[src/inc/codec_glue_pkg.sv]
package codec_glue_pkg;

   // =====================================================
   // clock tree ratios
   localparam int MCLK_DIV        = 4;
   localparam int BCLK_DIV        = 64;
   localparam int FRAME_BITCLKS   = 16;
   localparam int FS_HIGH_BITCLKS = 8;
   localparam int DELAY_STAGES    = 2;

   // =====================================================
   // sample formats
   localparam int BYTE_BITS    = 8;
   localparam int LIN_W        = 16;
   localparam int IN_W         = 14;
   localparam int MAG_W        = 13;
   localparam int SEG_W        = 3;
   localparam int QUANT_W      = 4;
   localparam int SEG_BASE_BIT = 5;

   // =====================================================
   // companding constants
   localparam logic [13:0] MU_BIAS    = 14'h001f;
   localparam logic [15:0] EXP_BIAS   = 16'h0021;
   localparam logic [12:0] MAG_MAX    = 13'h1fff;
   localparam logic [6:0]  CODE_SAT   = 7'h7f;
   localparam logic [7:0]  IDLE_LINE  = 8'hff;

   // serial port states, one-hot
   typedef enum logic [1:0] {
      ST_IDLE  = 2'b01,
      ST_SHIFT = 2'b10
   } port_state_e;

endpackage

[src/core/shift_delay.sv]
`timescale 1ns/1ps
// =====================================================
// fixed delay line of flip-flops
module shift_delay #(
   parameter int DEPTH = 8
) (
   input  wire logic i_clk,
   input  wire logic i_rst_b,
   input  wire logic i_d,
   output logic      o_q
);

   logic [DEPTH-1:0] sh_q;

   if (DEPTH < 2) begin : g_chk
      $error("shift_delay needs at least two stages");
   end

   // each master clock stage is several core stages here
   always_ff @(posedge i_clk) begin
      if (!i_rst_b) begin
         sh_q <= '0;
      end else begin
         sh_q <= {sh_q[DEPTH-2:0], i_d};
      end
   end

   assign o_q = sh_q[DEPTH-1];

endmodule

[src/core/codec_serial_glue_mulaw.sv]
`timescale 1ns/1ps
// =====================================================
// codec clock generation, slave serial port, mu-law
module codec_serial_glue_mulaw
   import codec_glue_pkg::*;
#(
   parameter int P_MCLK_DIV  = MCLK_DIV,
   parameter int P_BCLK_DIV  = BCLK_DIV,
   parameter int P_FRAME     = FRAME_BITCLKS,
   parameter int P_FS_HIGH   = FS_HIGH_BITCLKS,
   parameter int P_DELAY_STG = DELAY_STAGES
) (
   input  wire logic             i_core_clk,
   input  wire logic             i_rst_b,
   input  wire logic             i_codec_dx,
   input  wire logic [IN_W-1:0]  i_tx_sample,
   output logic                  o_codec_master_clock,
   output logic                  o_codec_bit_clock,
   output logic                  o_transmit_frame_sync,
   output logic                  o_receive_frame_sync,
   output logic                  o_serial_shift_clock,
   output logic                  o_codec_dr,
   output logic [BYTE_BITS-1:0]  o_rx_code,
   output logic [LIN_W-1:0]      o_rx_sample,
   output logic                  o_rx_valid
);

   // =====================================================
   // derived sizes
   localparam int MW       = $clog2(P_MCLK_DIV);
   localparam int BW       = $clog2(P_BCLK_DIV);
   localparam int FW       = $clog2(P_FRAME);
   localparam int DLY      = P_DELAY_STG * P_MCLK_DIV;
   localparam int FRAME_CY = P_FRAME * P_BCLK_DIV;
   localparam int GAP_W    = $clog2(FRAME_CY) + 1;
   localparam logic [FW-1:0] FRAME_LAST = FW'(P_FRAME - 1);
   localparam logic [FW-1:0] FS_HIGH    = FW'(P_FS_HIGH);
   localparam logic [2:0]    LAST_BIT   = 3'(BYTE_BITS - 1);

   // a delay of half a bit clock or more would swallow the burst
   if ((1 << MW) != P_MCLK_DIV || (1 << BW) != P_BCLK_DIV ||
       (1 << FW) != P_FRAME || P_MCLK_DIV < 2 ||
       P_BCLK_DIV <= P_MCLK_DIV || P_FS_HIGH != BYTE_BITS ||
       DLY >= P_BCLK_DIV / 2 || P_DELAY_STG < 1) begin : g_chk
      $error("codec_serial_glue_mulaw: unsupported parameters");
   end

   // =====================================================
   // clock divider and frame timer
   logic [BW-1:0] prescale_q;
   logic [BW-1:0] prescale_d;
   logic          mclk_q;
   logic          bclk_q;
   logic          bclk_d;
   logic          bclk_rise_w;
   logic [FW-1:0] frame_cnt_q;
   logic [FW-1:0] frame_cnt_d;
   logic          fs_q;
   logic          fs_d;
   logic          fs_rise_w;
   logic          burst_w;
   logic          sk_w;
   logic          sk_prev_q;
   logic          sk_rise_w;
   logic          sk_fall_w;

   // both codec clocks tap one counter, so they stay locked
   assign prescale_d  = prescale_q + 1'b1;
   assign bclk_d      = prescale_d[BW-1];
   assign bclk_rise_w = bclk_d & ~bclk_q;
   assign frame_cnt_d = bclk_rise_w ? frame_cnt_q + 1'b1
                                    : frame_cnt_q;
   assign fs_d        = (frame_cnt_d < FS_HIGH);
   assign fs_rise_w   = fs_d & ~fs_q;

   always_ff @(posedge i_core_clk) begin
      if (!i_rst_b) begin
         prescale_q  <= '0;
         mclk_q      <= 1'b1;
         bclk_q      <= 1'b0;
         frame_cnt_q <= FRAME_LAST;
         fs_q        <= 1'b0;
      end else begin
         prescale_q  <= prescale_d;
         mclk_q      <= ~prescale_d[MW-1];
         bclk_q      <= bclk_d;
         frame_cnt_q <= frame_cnt_d;
         fs_q        <= fs_d;
      end
   end

   assign o_codec_master_clock  = mclk_q;
   assign o_codec_bit_clock     = bclk_q;
   assign o_transmit_frame_sync = fs_q;
   assign o_receive_frame_sync  = fs_q;

   // =====================================================
   // shift clock: gated bit clock, delayed by master clocks
   assign burst_w = bclk_q & fs_q;

   shift_delay #(
      .DEPTH (DLY)
   ) u_sk_delay (
      .i_clk   (i_core_clk),
      .i_rst_b (i_rst_b),
      .i_d     (burst_w),
      .o_q     (sk_w)
   );

   assign o_serial_shift_clock = sk_w;

   // edge detect on our own shift clock, not on a pin
   always_ff @(posedge i_core_clk) begin
      if (!i_rst_b) begin
         sk_prev_q <= 1'b0;
      end else begin
         sk_prev_q <= sk_w;
      end
   end

   assign sk_rise_w = sk_w & ~sk_prev_q;
   assign sk_fall_w = ~sk_w & sk_prev_q;

   // =====================================================
   // compression of the transmit sample
   logic                 tx_sign_w;
   logic [IN_W-1:0]      tx_abs_w;
   logic [MAG_W-1:0]     tx_mag_w;
   logic [IN_W-1:0]      tx_biased_w;
   logic [SEG_W-1:0]     tx_seg_w;
   logic [MAG_W-1:0]     tx_norm_w;
   logic [BYTE_BITS-1:0] tx_code_w;

   // position of the leading one, bits below the base share seg 0
   function automatic logic [SEG_W-1:0] seg_of(input logic [MAG_W-1:0] v);
      logic [SEG_W-1:0] s;
      s = '0;
      for (int i = SEG_BASE_BIT; i < MAG_W; i++) begin
         if (v[i]) begin
            s = SEG_W'(i - SEG_BASE_BIT);
         end
      end
      return s;
   endfunction

   assign tx_sign_w   = i_tx_sample[IN_W-1];
   assign tx_abs_w    = tx_sign_w ? (~i_tx_sample + 1'b1) : i_tx_sample;
   // full-scale negative has no 13-bit magnitude, clip it
   assign tx_mag_w    = tx_abs_w[IN_W-1] ? MAG_MAX
                                         : tx_abs_w[MAG_W-1:0];
   assign tx_biased_w = {1'b0, tx_mag_w} + MU_BIAS;
   assign tx_seg_w    = seg_of(tx_biased_w[MAG_W-1:0]);
   assign tx_norm_w   = tx_biased_w[MAG_W-1:0] >> tx_seg_w;
   assign tx_code_w   = tx_biased_w[IN_W-1]
                        ? {tx_sign_w, CODE_SAT}
                        : {tx_sign_w, tx_seg_w,
                           tx_norm_w[QUANT_W:1]};

   // =====================================================
   // expansion of the received code
   logic [BYTE_BITS-1:0] rx_byte_w;
   logic [BYTE_BITS-1:0] rx_sh_q;
   logic [LIN_W-1:0]     exp_step_w;
   logic [LIN_W-1:0]     exp_mag_w;
   logic [LIN_W-1:0]     exp_lin_w;

   // codec sends the inverted code
   assign rx_byte_w  = ~{rx_sh_q[BYTE_BITS-2:0], i_codec_dx};
   // table entry ((2q+33) << seg) - 33, negated for the upper half
   assign exp_step_w = {11'h000, rx_byte_w[3:0], 1'b0} + EXP_BIAS;
   assign exp_mag_w  = (exp_step_w << rx_byte_w[6:4]) - EXP_BIAS;
   assign exp_lin_w  = rx_byte_w[BYTE_BITS-1] ? (~exp_mag_w + 1'b1)
                                              : exp_mag_w;

   // =====================================================
   // slave serial port
   port_state_e          state_q;
   port_state_e          state_d;
   logic [BYTE_BITS-1:0] tx_sh_q;
   logic [2:0]           bit_cnt_q;
   logic                 done_w;
   logic                 rx_valid_q;
   logic [BYTE_BITS-1:0] rx_code_q;
   logic [LIN_W-1:0]     rx_sample_q;

   assign done_w = (state_q == ST_SHIFT) && sk_rise_w &&
                   (bit_cnt_q == LAST_BIT);

   // a frame start always restarts the port, even mid-byte
   always_comb begin
      state_d = state_q;
      unique case (state_q)
         ST_IDLE: begin
            if (fs_rise_w) begin
               state_d = ST_SHIFT;
            end
         end
         ST_SHIFT: begin
            if (fs_rise_w) begin
               state_d = ST_SHIFT;
            end else if (done_w) begin
               state_d = ST_IDLE;
            end
         end
         default: begin
            state_d = ST_IDLE;
         end
      endcase
   end

   always_ff @(posedge i_core_clk) begin
      if (!i_rst_b) begin
         state_q   <= ST_IDLE;
         bit_cnt_q <= '0;
         rx_sh_q   <= '0;
      end else begin
         state_q <= state_d;
         if (fs_rise_w) begin
            bit_cnt_q <= '0;
         end else if (state_q == ST_SHIFT && sk_rise_w) begin
            bit_cnt_q <= bit_cnt_q + 1'b1;
            rx_sh_q   <= {rx_sh_q[BYTE_BITS-2:0], i_codec_dx};
         end
      end
   end

   // transmit byte loads at frame start, moves on falling edges
   always_ff @(posedge i_core_clk) begin
      if (!i_rst_b) begin
         tx_sh_q <= IDLE_LINE;
      end else if (fs_rise_w) begin
         tx_sh_q <= ~tx_code_w;
      end else if (state_q == ST_SHIFT && sk_fall_w) begin
         tx_sh_q <= {tx_sh_q[BYTE_BITS-2:0], 1'b1};
      end
   end

   assign o_codec_dr = tx_sh_q[BYTE_BITS-1];

   // received results held until the next byte completes
   always_ff @(posedge i_core_clk) begin
      if (!i_rst_b) begin
         rx_valid_q  <= 1'b0;
         rx_code_q   <= '0;
         rx_sample_q <= '0;
      end else begin
         rx_valid_q <= done_w;
         if (done_w) begin
            rx_code_q   <= rx_byte_w;
            rx_sample_q <= exp_lin_w;
         end
      end
   end

   assign o_rx_valid  = rx_valid_q;
   assign o_rx_code   = rx_code_q;
   assign o_rx_sample = rx_sample_q;

   // =====================================================
   // checks
   localparam int A_MCLK  = P_MCLK_DIV;
   localparam int A_BCLK  = P_BCLK_DIV;
   localparam int A_DLY   = DLY;

   logic [GAP_W-1:0] gap_q;
   logic             seen_q;

   // cycles since the last frame start
   always_ff @(posedge i_core_clk) begin
      if (!i_rst_b) begin
         gap_q  <= '0;
         seen_q <= 1'b0;
      end else begin
         gap_q  <= fs_rise_w ? '0 : gap_q + 1'b1;
         seen_q <= seen_q | fs_rise_w;
      end
   end
endmodule

[config.mk]
export PLATFORM = sky130hd
export DESIGN_NAME = codec_serial_glue_mulaw
export DESIGN_NICKNAME = d
export VERILOG_FILES = /design/src/inc/codec_glue_pkg.sv /design/src/core/shift_delay.sv /design/src/core/codec_serial_glue_mulaw.sv
export SDC_FILE = /design/constraint.sdc
export NUM_CORES = 1
export LEC_CHECK = 0
export CAP_MARGIN = 20
export CORE_AREA = 2 2 93 103
export CTS_CLUSTER_SIZE = 24
export DETAILED_ROUTE_END_ITERATION = 7
export DIE_AREA = 0 0 95 105
export DONT_BUFFER_PORTS = 1
export GPL_ROUTABILITY_DRIVEN = 1
export PLACE_DENSITY = 0.73
export SYNTH_ARGS = -nofsm -noshare
export SYNTH_HDL_FRONTEND = slang
export SYNTH_SLANG_ARGS = --single-unit
[constraint.sdc]
create_clock -name i_core_clk -period 3.45 [get_ports i_core_clk]
set_input_delay 0.1725 -clock i_core_clk [delete_from_list [all_inputs] [get_ports i_core_clk]]
set_output_delay 0.1725 -clock i_core_clk [all_outputs]
set_load 0.01 [all_outputs]
======== After elaboration in Yosys (flattened, before gate mapping) ========
Index checks and enable logic that the tools add are counted.
storage, ports and cells
  flip-flop bits (word level) ............. 67
  input port bits ......................... 17
  output and inout port bits .............. 31
  word-level logic and storage cells ...... 71
cells by class
  add/subtract/negate cells ............... 8
  magnitude comparators ................... 1
  equality and inequality tests ........... 5
  shift operators ......................... 2
  mux-type cells .......................... 18
  bitwise operators ....................... 16
  reduce and logical (&&, ||, !) cells .... 7
operators by type and width
  cell                                                 number
  2-to-1 mux 3 bit                                     6
  adder 16 x 1 -> 16 bit (second input constant)       1
  2-to-1 mux 16 bit                                    1
  2-to-1 mux 8 bit                                     2
  NOT 16 bit                                           1
  NOT 8 bit                                            2
  << shifter 7 x 3 -> 16 bit                           1
  subtractor 16 x 6 -> 16 bit (second input constant)  1
  adder 13 x 5 -> 14 bit (second input constant)       1
  adder 14 x 1 -> 14 bit (second input constant)       1
  2-to-1 mux 14 bit                                    1
  NOT 14 bit                                           1
  2-to-1 mux 13 bit                                    1
  >> shifter 13 x 3 -> 5 bit                           1
  adder 5 x 6 -> 7 bit (second input constant)         1
  2-to-1 mux 7 bit                                     1
  NOT 1 bit                                            7
  adder 6 x 1 -> 6 bit (second input constant)         1
  2-to-1 mux 2 bit                                     3
  bitwise AND 1 bit                                    5
  adder 4 x 1 -> 4 bit (second input constant)         1
  < comparator 4 bit (second input constant)           1
  2-to-1 mux 4 bit                                     1
  case mux 2 bit (2 select lines)                      1
  11 further kinds                                     14

======== Logic depth before layout (Yosys ltp) ========
  word-level depth ........................ 16
  depth in mapped cells ................... 16
  mapped depth without buffers ............ 14

======== Modules after synthesis ========
Synthesis repeated with hierarchy kept, for this count alone.
unflattened totals
  cells, all modules ...................... 515
  area, all modules ....................... 4,301.6 um2
modules (own cells, without submodules)
  module                   instances  cells an instance  area an instance (um2)  seq. area each (um2)
  codec_serial_glue_mulaw  1          499                4,091.4                 1,161.1
  shift_delay              1          16                 210.2                   160.2

======== Worst setup path before layout ========
No wires, ideal clock.
  path kind ............................... input-to-reg
  start ................................... input port i_tx_sample[11]
  end ..................................... register tx_sh_q[3]
  library setup time ...................... 0.144 ns
  arrival ................................. 3.147 ns
  required time ........................... 3.306 ns
  path slack .............................. 0.159 ns
  stages on the path ...................... 13
  buffers on the path ..................... 0
  cell sequence ........................... or4_4 > nor4_1 > nor2_1 > ha_1 > nand3_1 > o211ai_4 > nor4_4 > xor2_2 > o211ai_4 > nor2_1 > a21oi_1 > a2111oi_0 > o221ai_1
on the way
  longest elaborated chain between the ends .. 16
RTL lines
  what                            line                            source
  from (decl)                     codec_serial_glue_mulaw.sv:16   input wire logic [IN_W-1:0] i_tx_sample,
  NOT 14 bit                      codec_serial_glue_mulaw.sv:147  assign tx_abs_w = tx_sign_w ? (~i_tx_sample + 1'b1) : i_tx_sample;
  adder 14 x 1 -> 14 bit          codec_serial_glue_mulaw.sv:147
  2-to-1 mux 14 bit *             codec_serial_glue_mulaw.sv:147
  2-to-1 mux 13 bit *             codec_serial_glue_mulaw.sv:149  assign tx_mag_w = tx_abs_w[IN_W-1] ? MAG_MAX
  adder 13 x 5 -> 14 bit *        codec_serial_glue_mulaw.sv:151  assign tx_biased_w = {1'b0, tx_mag_w} + MU_BIAS;
  2-to-1 mux 1 bit                codec_serial_glue_mulaw.sv:139  if (v[i]) begin
  2-to-1 mux 3 bit (6 in series)  codec_serial_glue_mulaw.sv:139
  >> shifter 13 x 3 -> 5 bit      codec_serial_glue_mulaw.sv:153  assign tx_norm_w = tx_biased_w[MAG_W-1:0] >> tx_seg_w;
  2-to-1 mux 7 bit *              codec_serial_glue_mulaw.sv:155  ? {tx_sign_w, CODE_SAT}
  NOT 8 bit *                     codec_serial_glue_mulaw.sv:232  tx_sh_q <= ~tx_code_w;
  2-to-1 mux 8 bit *              codec_serial_glue_mulaw.sv:231  end else if (fs_rise_w) begin
  to (signal assigned)            codec_serial_glue_mulaw.sv:232
  to (signal assigned)            codec_serial_glue_mulaw.sv:234  tx_sh_q <= {tx_sh_q[BYTE_BITS-2:0], 1'b1};
  to (decl)                       codec_serial_glue_mulaw.sv:179  logic [BYTE_BITS-1:0] tx_sh_q;
Every way passes the cells marked *; elsewhere a longest branch is shown, timed or not.
A chain may end at the register's enable or synchronous reset.

======== Worst setup path in the final report ========
  start ................................... register rx_sh_q[3]
  end ..................................... register rx_sample_q[8], in the netlist o_rx_sample[8]
on the way
  longest elaborated chain between the ends .. 6
RTL lines
  what                           line                            source
  from (decl)                    codec_serial_glue_mulaw.sv:162  logic [BYTE_BITS-1:0] rx_sh_q;
  from (signal assigned)         codec_serial_glue_mulaw.sv:222  rx_sh_q <= {rx_sh_q[BYTE_BITS-2:0], i_codec_dx};
  NOT 8 bit *                    codec_serial_glue_mulaw.sv:168  assign rx_byte_w = ~{rx_sh_q[BYTE_BITS-2:0], i_codec_dx};
  << shifter 7 x 3 -> 16 bit *   codec_serial_glue_mulaw.sv:171  assign exp_mag_w = (exp_step_w << rx_byte_w[6:4]) - EXP_BIAS;
  subtractor 16 x 6 -> 16 bit *  codec_serial_glue_mulaw.sv:171
  NOT 16 bit                     codec_serial_glue_mulaw.sv:172  assign exp_lin_w = rx_byte_w[BYTE_BITS-1] ? (~exp_mag_w + 1'b1)
  adder 16 x 1 -> 16 bit         codec_serial_glue_mulaw.sv:172
  2-to-1 mux 16 bit *            codec_serial_glue_mulaw.sv:172
  to (signal assigned)           codec_serial_glue_mulaw.sv:250  rx_sample_q <= exp_lin_w;
  to (decl)                      codec_serial_glue_mulaw.sv:184  logic [LIN_W-1:0] rx_sample_q;
Marks and branches as above.

==> reports/qor.yml <==
vias_per_cell: 5.84
antenna_found_initial: 0
status: "finished clean"
routed_wl_um: 10200
crit_path_start_kind: "flip-flop"
setup_viol_count_final: 0
cts_tree: "done"
synthCells: 528
synth_nets: 557
initial_utilization_pct: 49.2
r2r-end: "o_rx_sample[8]"
ir_drop_v: 0.000267
hold_path_depth: 2
grt_max_degree: 57
row_count: 36
finalHoldViolCount: 0
path_max_fanout: 4
fin_setup_tns_ns: 0
cp-end-kind: "flip-flop"
insertion_delay_ns: 0.35
gp_congestion: 0.954
ys_top_cells_by_area: "dfxtp_1 30%, nand2_1 5.5%, mux2i_1 4.8%"
overflow: 0
holdWs_ns: 0.0321
synth_top_area_share_pct: 30.3
placedInstanceArea_um2: 4660
die_h_um: 105
drt_pass1_iterations: 4
ys.flop_type: "dfxtp_1"
maxCapViolCount: 0
clock_skew_ns: 0.0143
hold_class: "in -> reg"
io-pin-count: 48
rsz0062_at_grt: "false"
ys_async_sr_fraction_pct: 0
cp.arrival_ns: 3.36
leakagePower_nw: 2.05
htree_num_levels: 3
die_area_um2: 9980
path_clk_slew_ns: 0.07
path_cells: "mux2_2 -> a21oi_1 -> nand2_1 -> ha_1 -> and3_1 -> nand2b_1 -> a32oi_1 -> nand3_1 -> nor3_2 -> a31oi_2 -> xnor2_1 -> o21ai_0 -> and2_1"
synthDistinctLibCells: 74
final_nets: 579
root_buffer: "clkbuf_8"
ys_ff_latch: 66
regToRegSetupSlack_ns: 0.33
wl_per_cell_um: 15.3
cts_made_buffers: 9
cts.sinks: 66
timing.slew.headroom_pct: 66.5
yosysSeqAreaShare_pct: 30.3
dp_hpwl_um: 7550
cp.required_ns: 3.69
drive_gt1_share_pct: 15.1
route.detailed.drc: 0
crit_path_start: "rx_sh_q[3]"
fin_crit_ns: 3.12
r2r_start: "rx_sh_q[3]"
grt_use_total_pct: 21.0
yosysWarnings: 0
die_x_um: 95
dp_slack_ns: 0.0475
drtIter0Drc: 194
fin_crit_sh_pct: 90.4
finalPower_mw: 1.69
syn-mean-instance-area_um2: 8.26
yosys.area.top_type: "dfxtp_1"
finish.instance_area_um2: 4900
timing.fmax_mhz: 321
portBuffers: 0
area.growth.synth_to_final_pct: 12.4
crit_slowest_cell: "a32oi_1"
max_slew.worst_pin.slew_ns: 0.499
grt_pass1_vias: 3744
netlist_area_um2: 4360
finalMaxSlewViolations: 0
ant_nets: 0
critPathKind: "reg -> reg"
powerDensity_nw_per_um2: 345
reg2reg_depth: 13
synth-edff-count: 0
core_area_um2: 8870
vias: 3910
cts_buffer_depth: 2
grt_first_pass_wirelength_um: 17200
critPathMaxStageDelay_ns: 0.36
endpoint: "o_rx_sample[8]"
worst_slack_ns: 0.332
nFillCells: 832
antenna_cells: 0
[metal layers]
metal  routed length [µm]  GRT usage (%)  part of all wire [%]  vias to the layer above
met5                    0              0                     0                        -
met4                  132           7.04                   1.3                        0
met3                  437           3.97                   4.3                       14
met2                 5230           37.1                    51                       86
met1                 4410           25.0                    43                     1835
li1                     -              -                     -                     1975
[flip-flops by register name (all words and copies together), names as in the netlist]
register and flops:
o_rx_valid 1, o_rx_code 8, frame_cnt_q 4, tx_sh_q 8, bit_cnt_q 3, state_q 2
u_sk_delay.sh_q 8, prescale_q 6, o_codec_master_clock 1, o_rx_sample 16, o_receive_frame_sync 1, sk_prev_q 1
rx_sh_q 7
[cell usage after synthesis, drive strengths merged (4+ instances only)]
cell and n:
a211oi 4, a21oi 20, a22oi 4, and2 20
and3 7, buf 7, clkbuf 21, dfxtp 66
ha 12, inv 11, mux2 4, mux2i 21
nand2 64, nand2b 7, nand3 16, nand4 5
nor2 35, nor2b 15, nor3 12, nor3b 4
nor4 6, o211a 18, o211ai 11, o21ai 38
o31ai 7, or2 4, xnor2 22, xor2 12
[power by group]
group	switching [mW]	internal, mW
Combinational	0.154	0.117
Clock	0.314	0.338
Sequential	0.00377	0.765
Total	0.471	1.22
[cell usage in the layout, fill, tap and decap left out, types with 4 or more instances in the layout]
cell type	count
dfxtp_1	65
nand2_1	64
buf_4	37
nor2_1	35
o21ai_0	34
xnor2_1	22
mux2i_1	21
a21oi_1	20
and2_1	20
o211a_1	18
nand3_1	15
nor2b_1	15
ha_1	12
xor2_1	11
inv_1	10
o211ai_1	9
nor3_1	9
clkbuf_8	9
and3_1	7
nand2b_1	7
o31ai_1	7
nand4_1	5
nor3b_1	4
mux2_2	4
or2_2	4
a211oi_1	4
a22oi_1	4
o21ai_1	4
[cell families (layout without fill, tap and decap cells)]
kind of cell	count (synthesis)	after routing	share of synthesized area [%]
and+or+nand+nor	209	209	25.6
AOI/OAI and AO/OA	143	143	24.0
DFF	66	66	30.3
buffers and inverters	39	66	3.76
xor gates and xnor gates	34	34	7.00
muxes	25	25	5.85
adders and majority gates	12	12	3.44
[what timing repair did]
action                                  CTS  global route
hold buffers                              2             0
setup buffers                             0             0
resized for setup                         0             3
endpoints found under the setup margin    0             3
hold endpoints to repair                 57             0
[worst max-delay path: cells and delay by family (launching register included)]
family | cells | cell delay, ns
flops | 1 | 0.34
simple gates | 6 | 1.05
compound gates | 4 | 0.88
xor+xnor | 1 | 0.19
fa+ha+maj | 1 | 0.23
mux | 1 | 0.34
[how the worst min path moves through the flow]
stage	slack (ns)	endpoint	startpoint
final	0.03	bit_cnt_q[0]	i_rst_b
after global routing	0.02	bit_cnt_q[0]	i_rst_b
after CTS	0.03	bit_cnt_q[0]	i_rst_b
after detailed placement	0.24	tx_sh_q[6]	i_rst_b
after global placement	0.24	frame_cnt_q[1]	i_rst_b
after floorplan	0.34	rx_sh_q[0]	i_codec_dx
[area by class of cell]
cell class,count,area [µm²],area share [%]
multi-input combinational,423,2890,58.9
clock inverter,7,76.3,1.56
timing repair buffer,39,308,6.28
sequential,66,1320,27.0
inverter,11,41.3,0.842
clock buffer,9,124,2.53
tap,114,143,2.91
[stage by stage]
step	cells	util, %
floorplan	528	-
finish	669	55.2
CTS	669	55.1
global route	669	55.2
global placement	651	52.5
detailed placement	651	52.5
(Power assumes the default switching activity.)
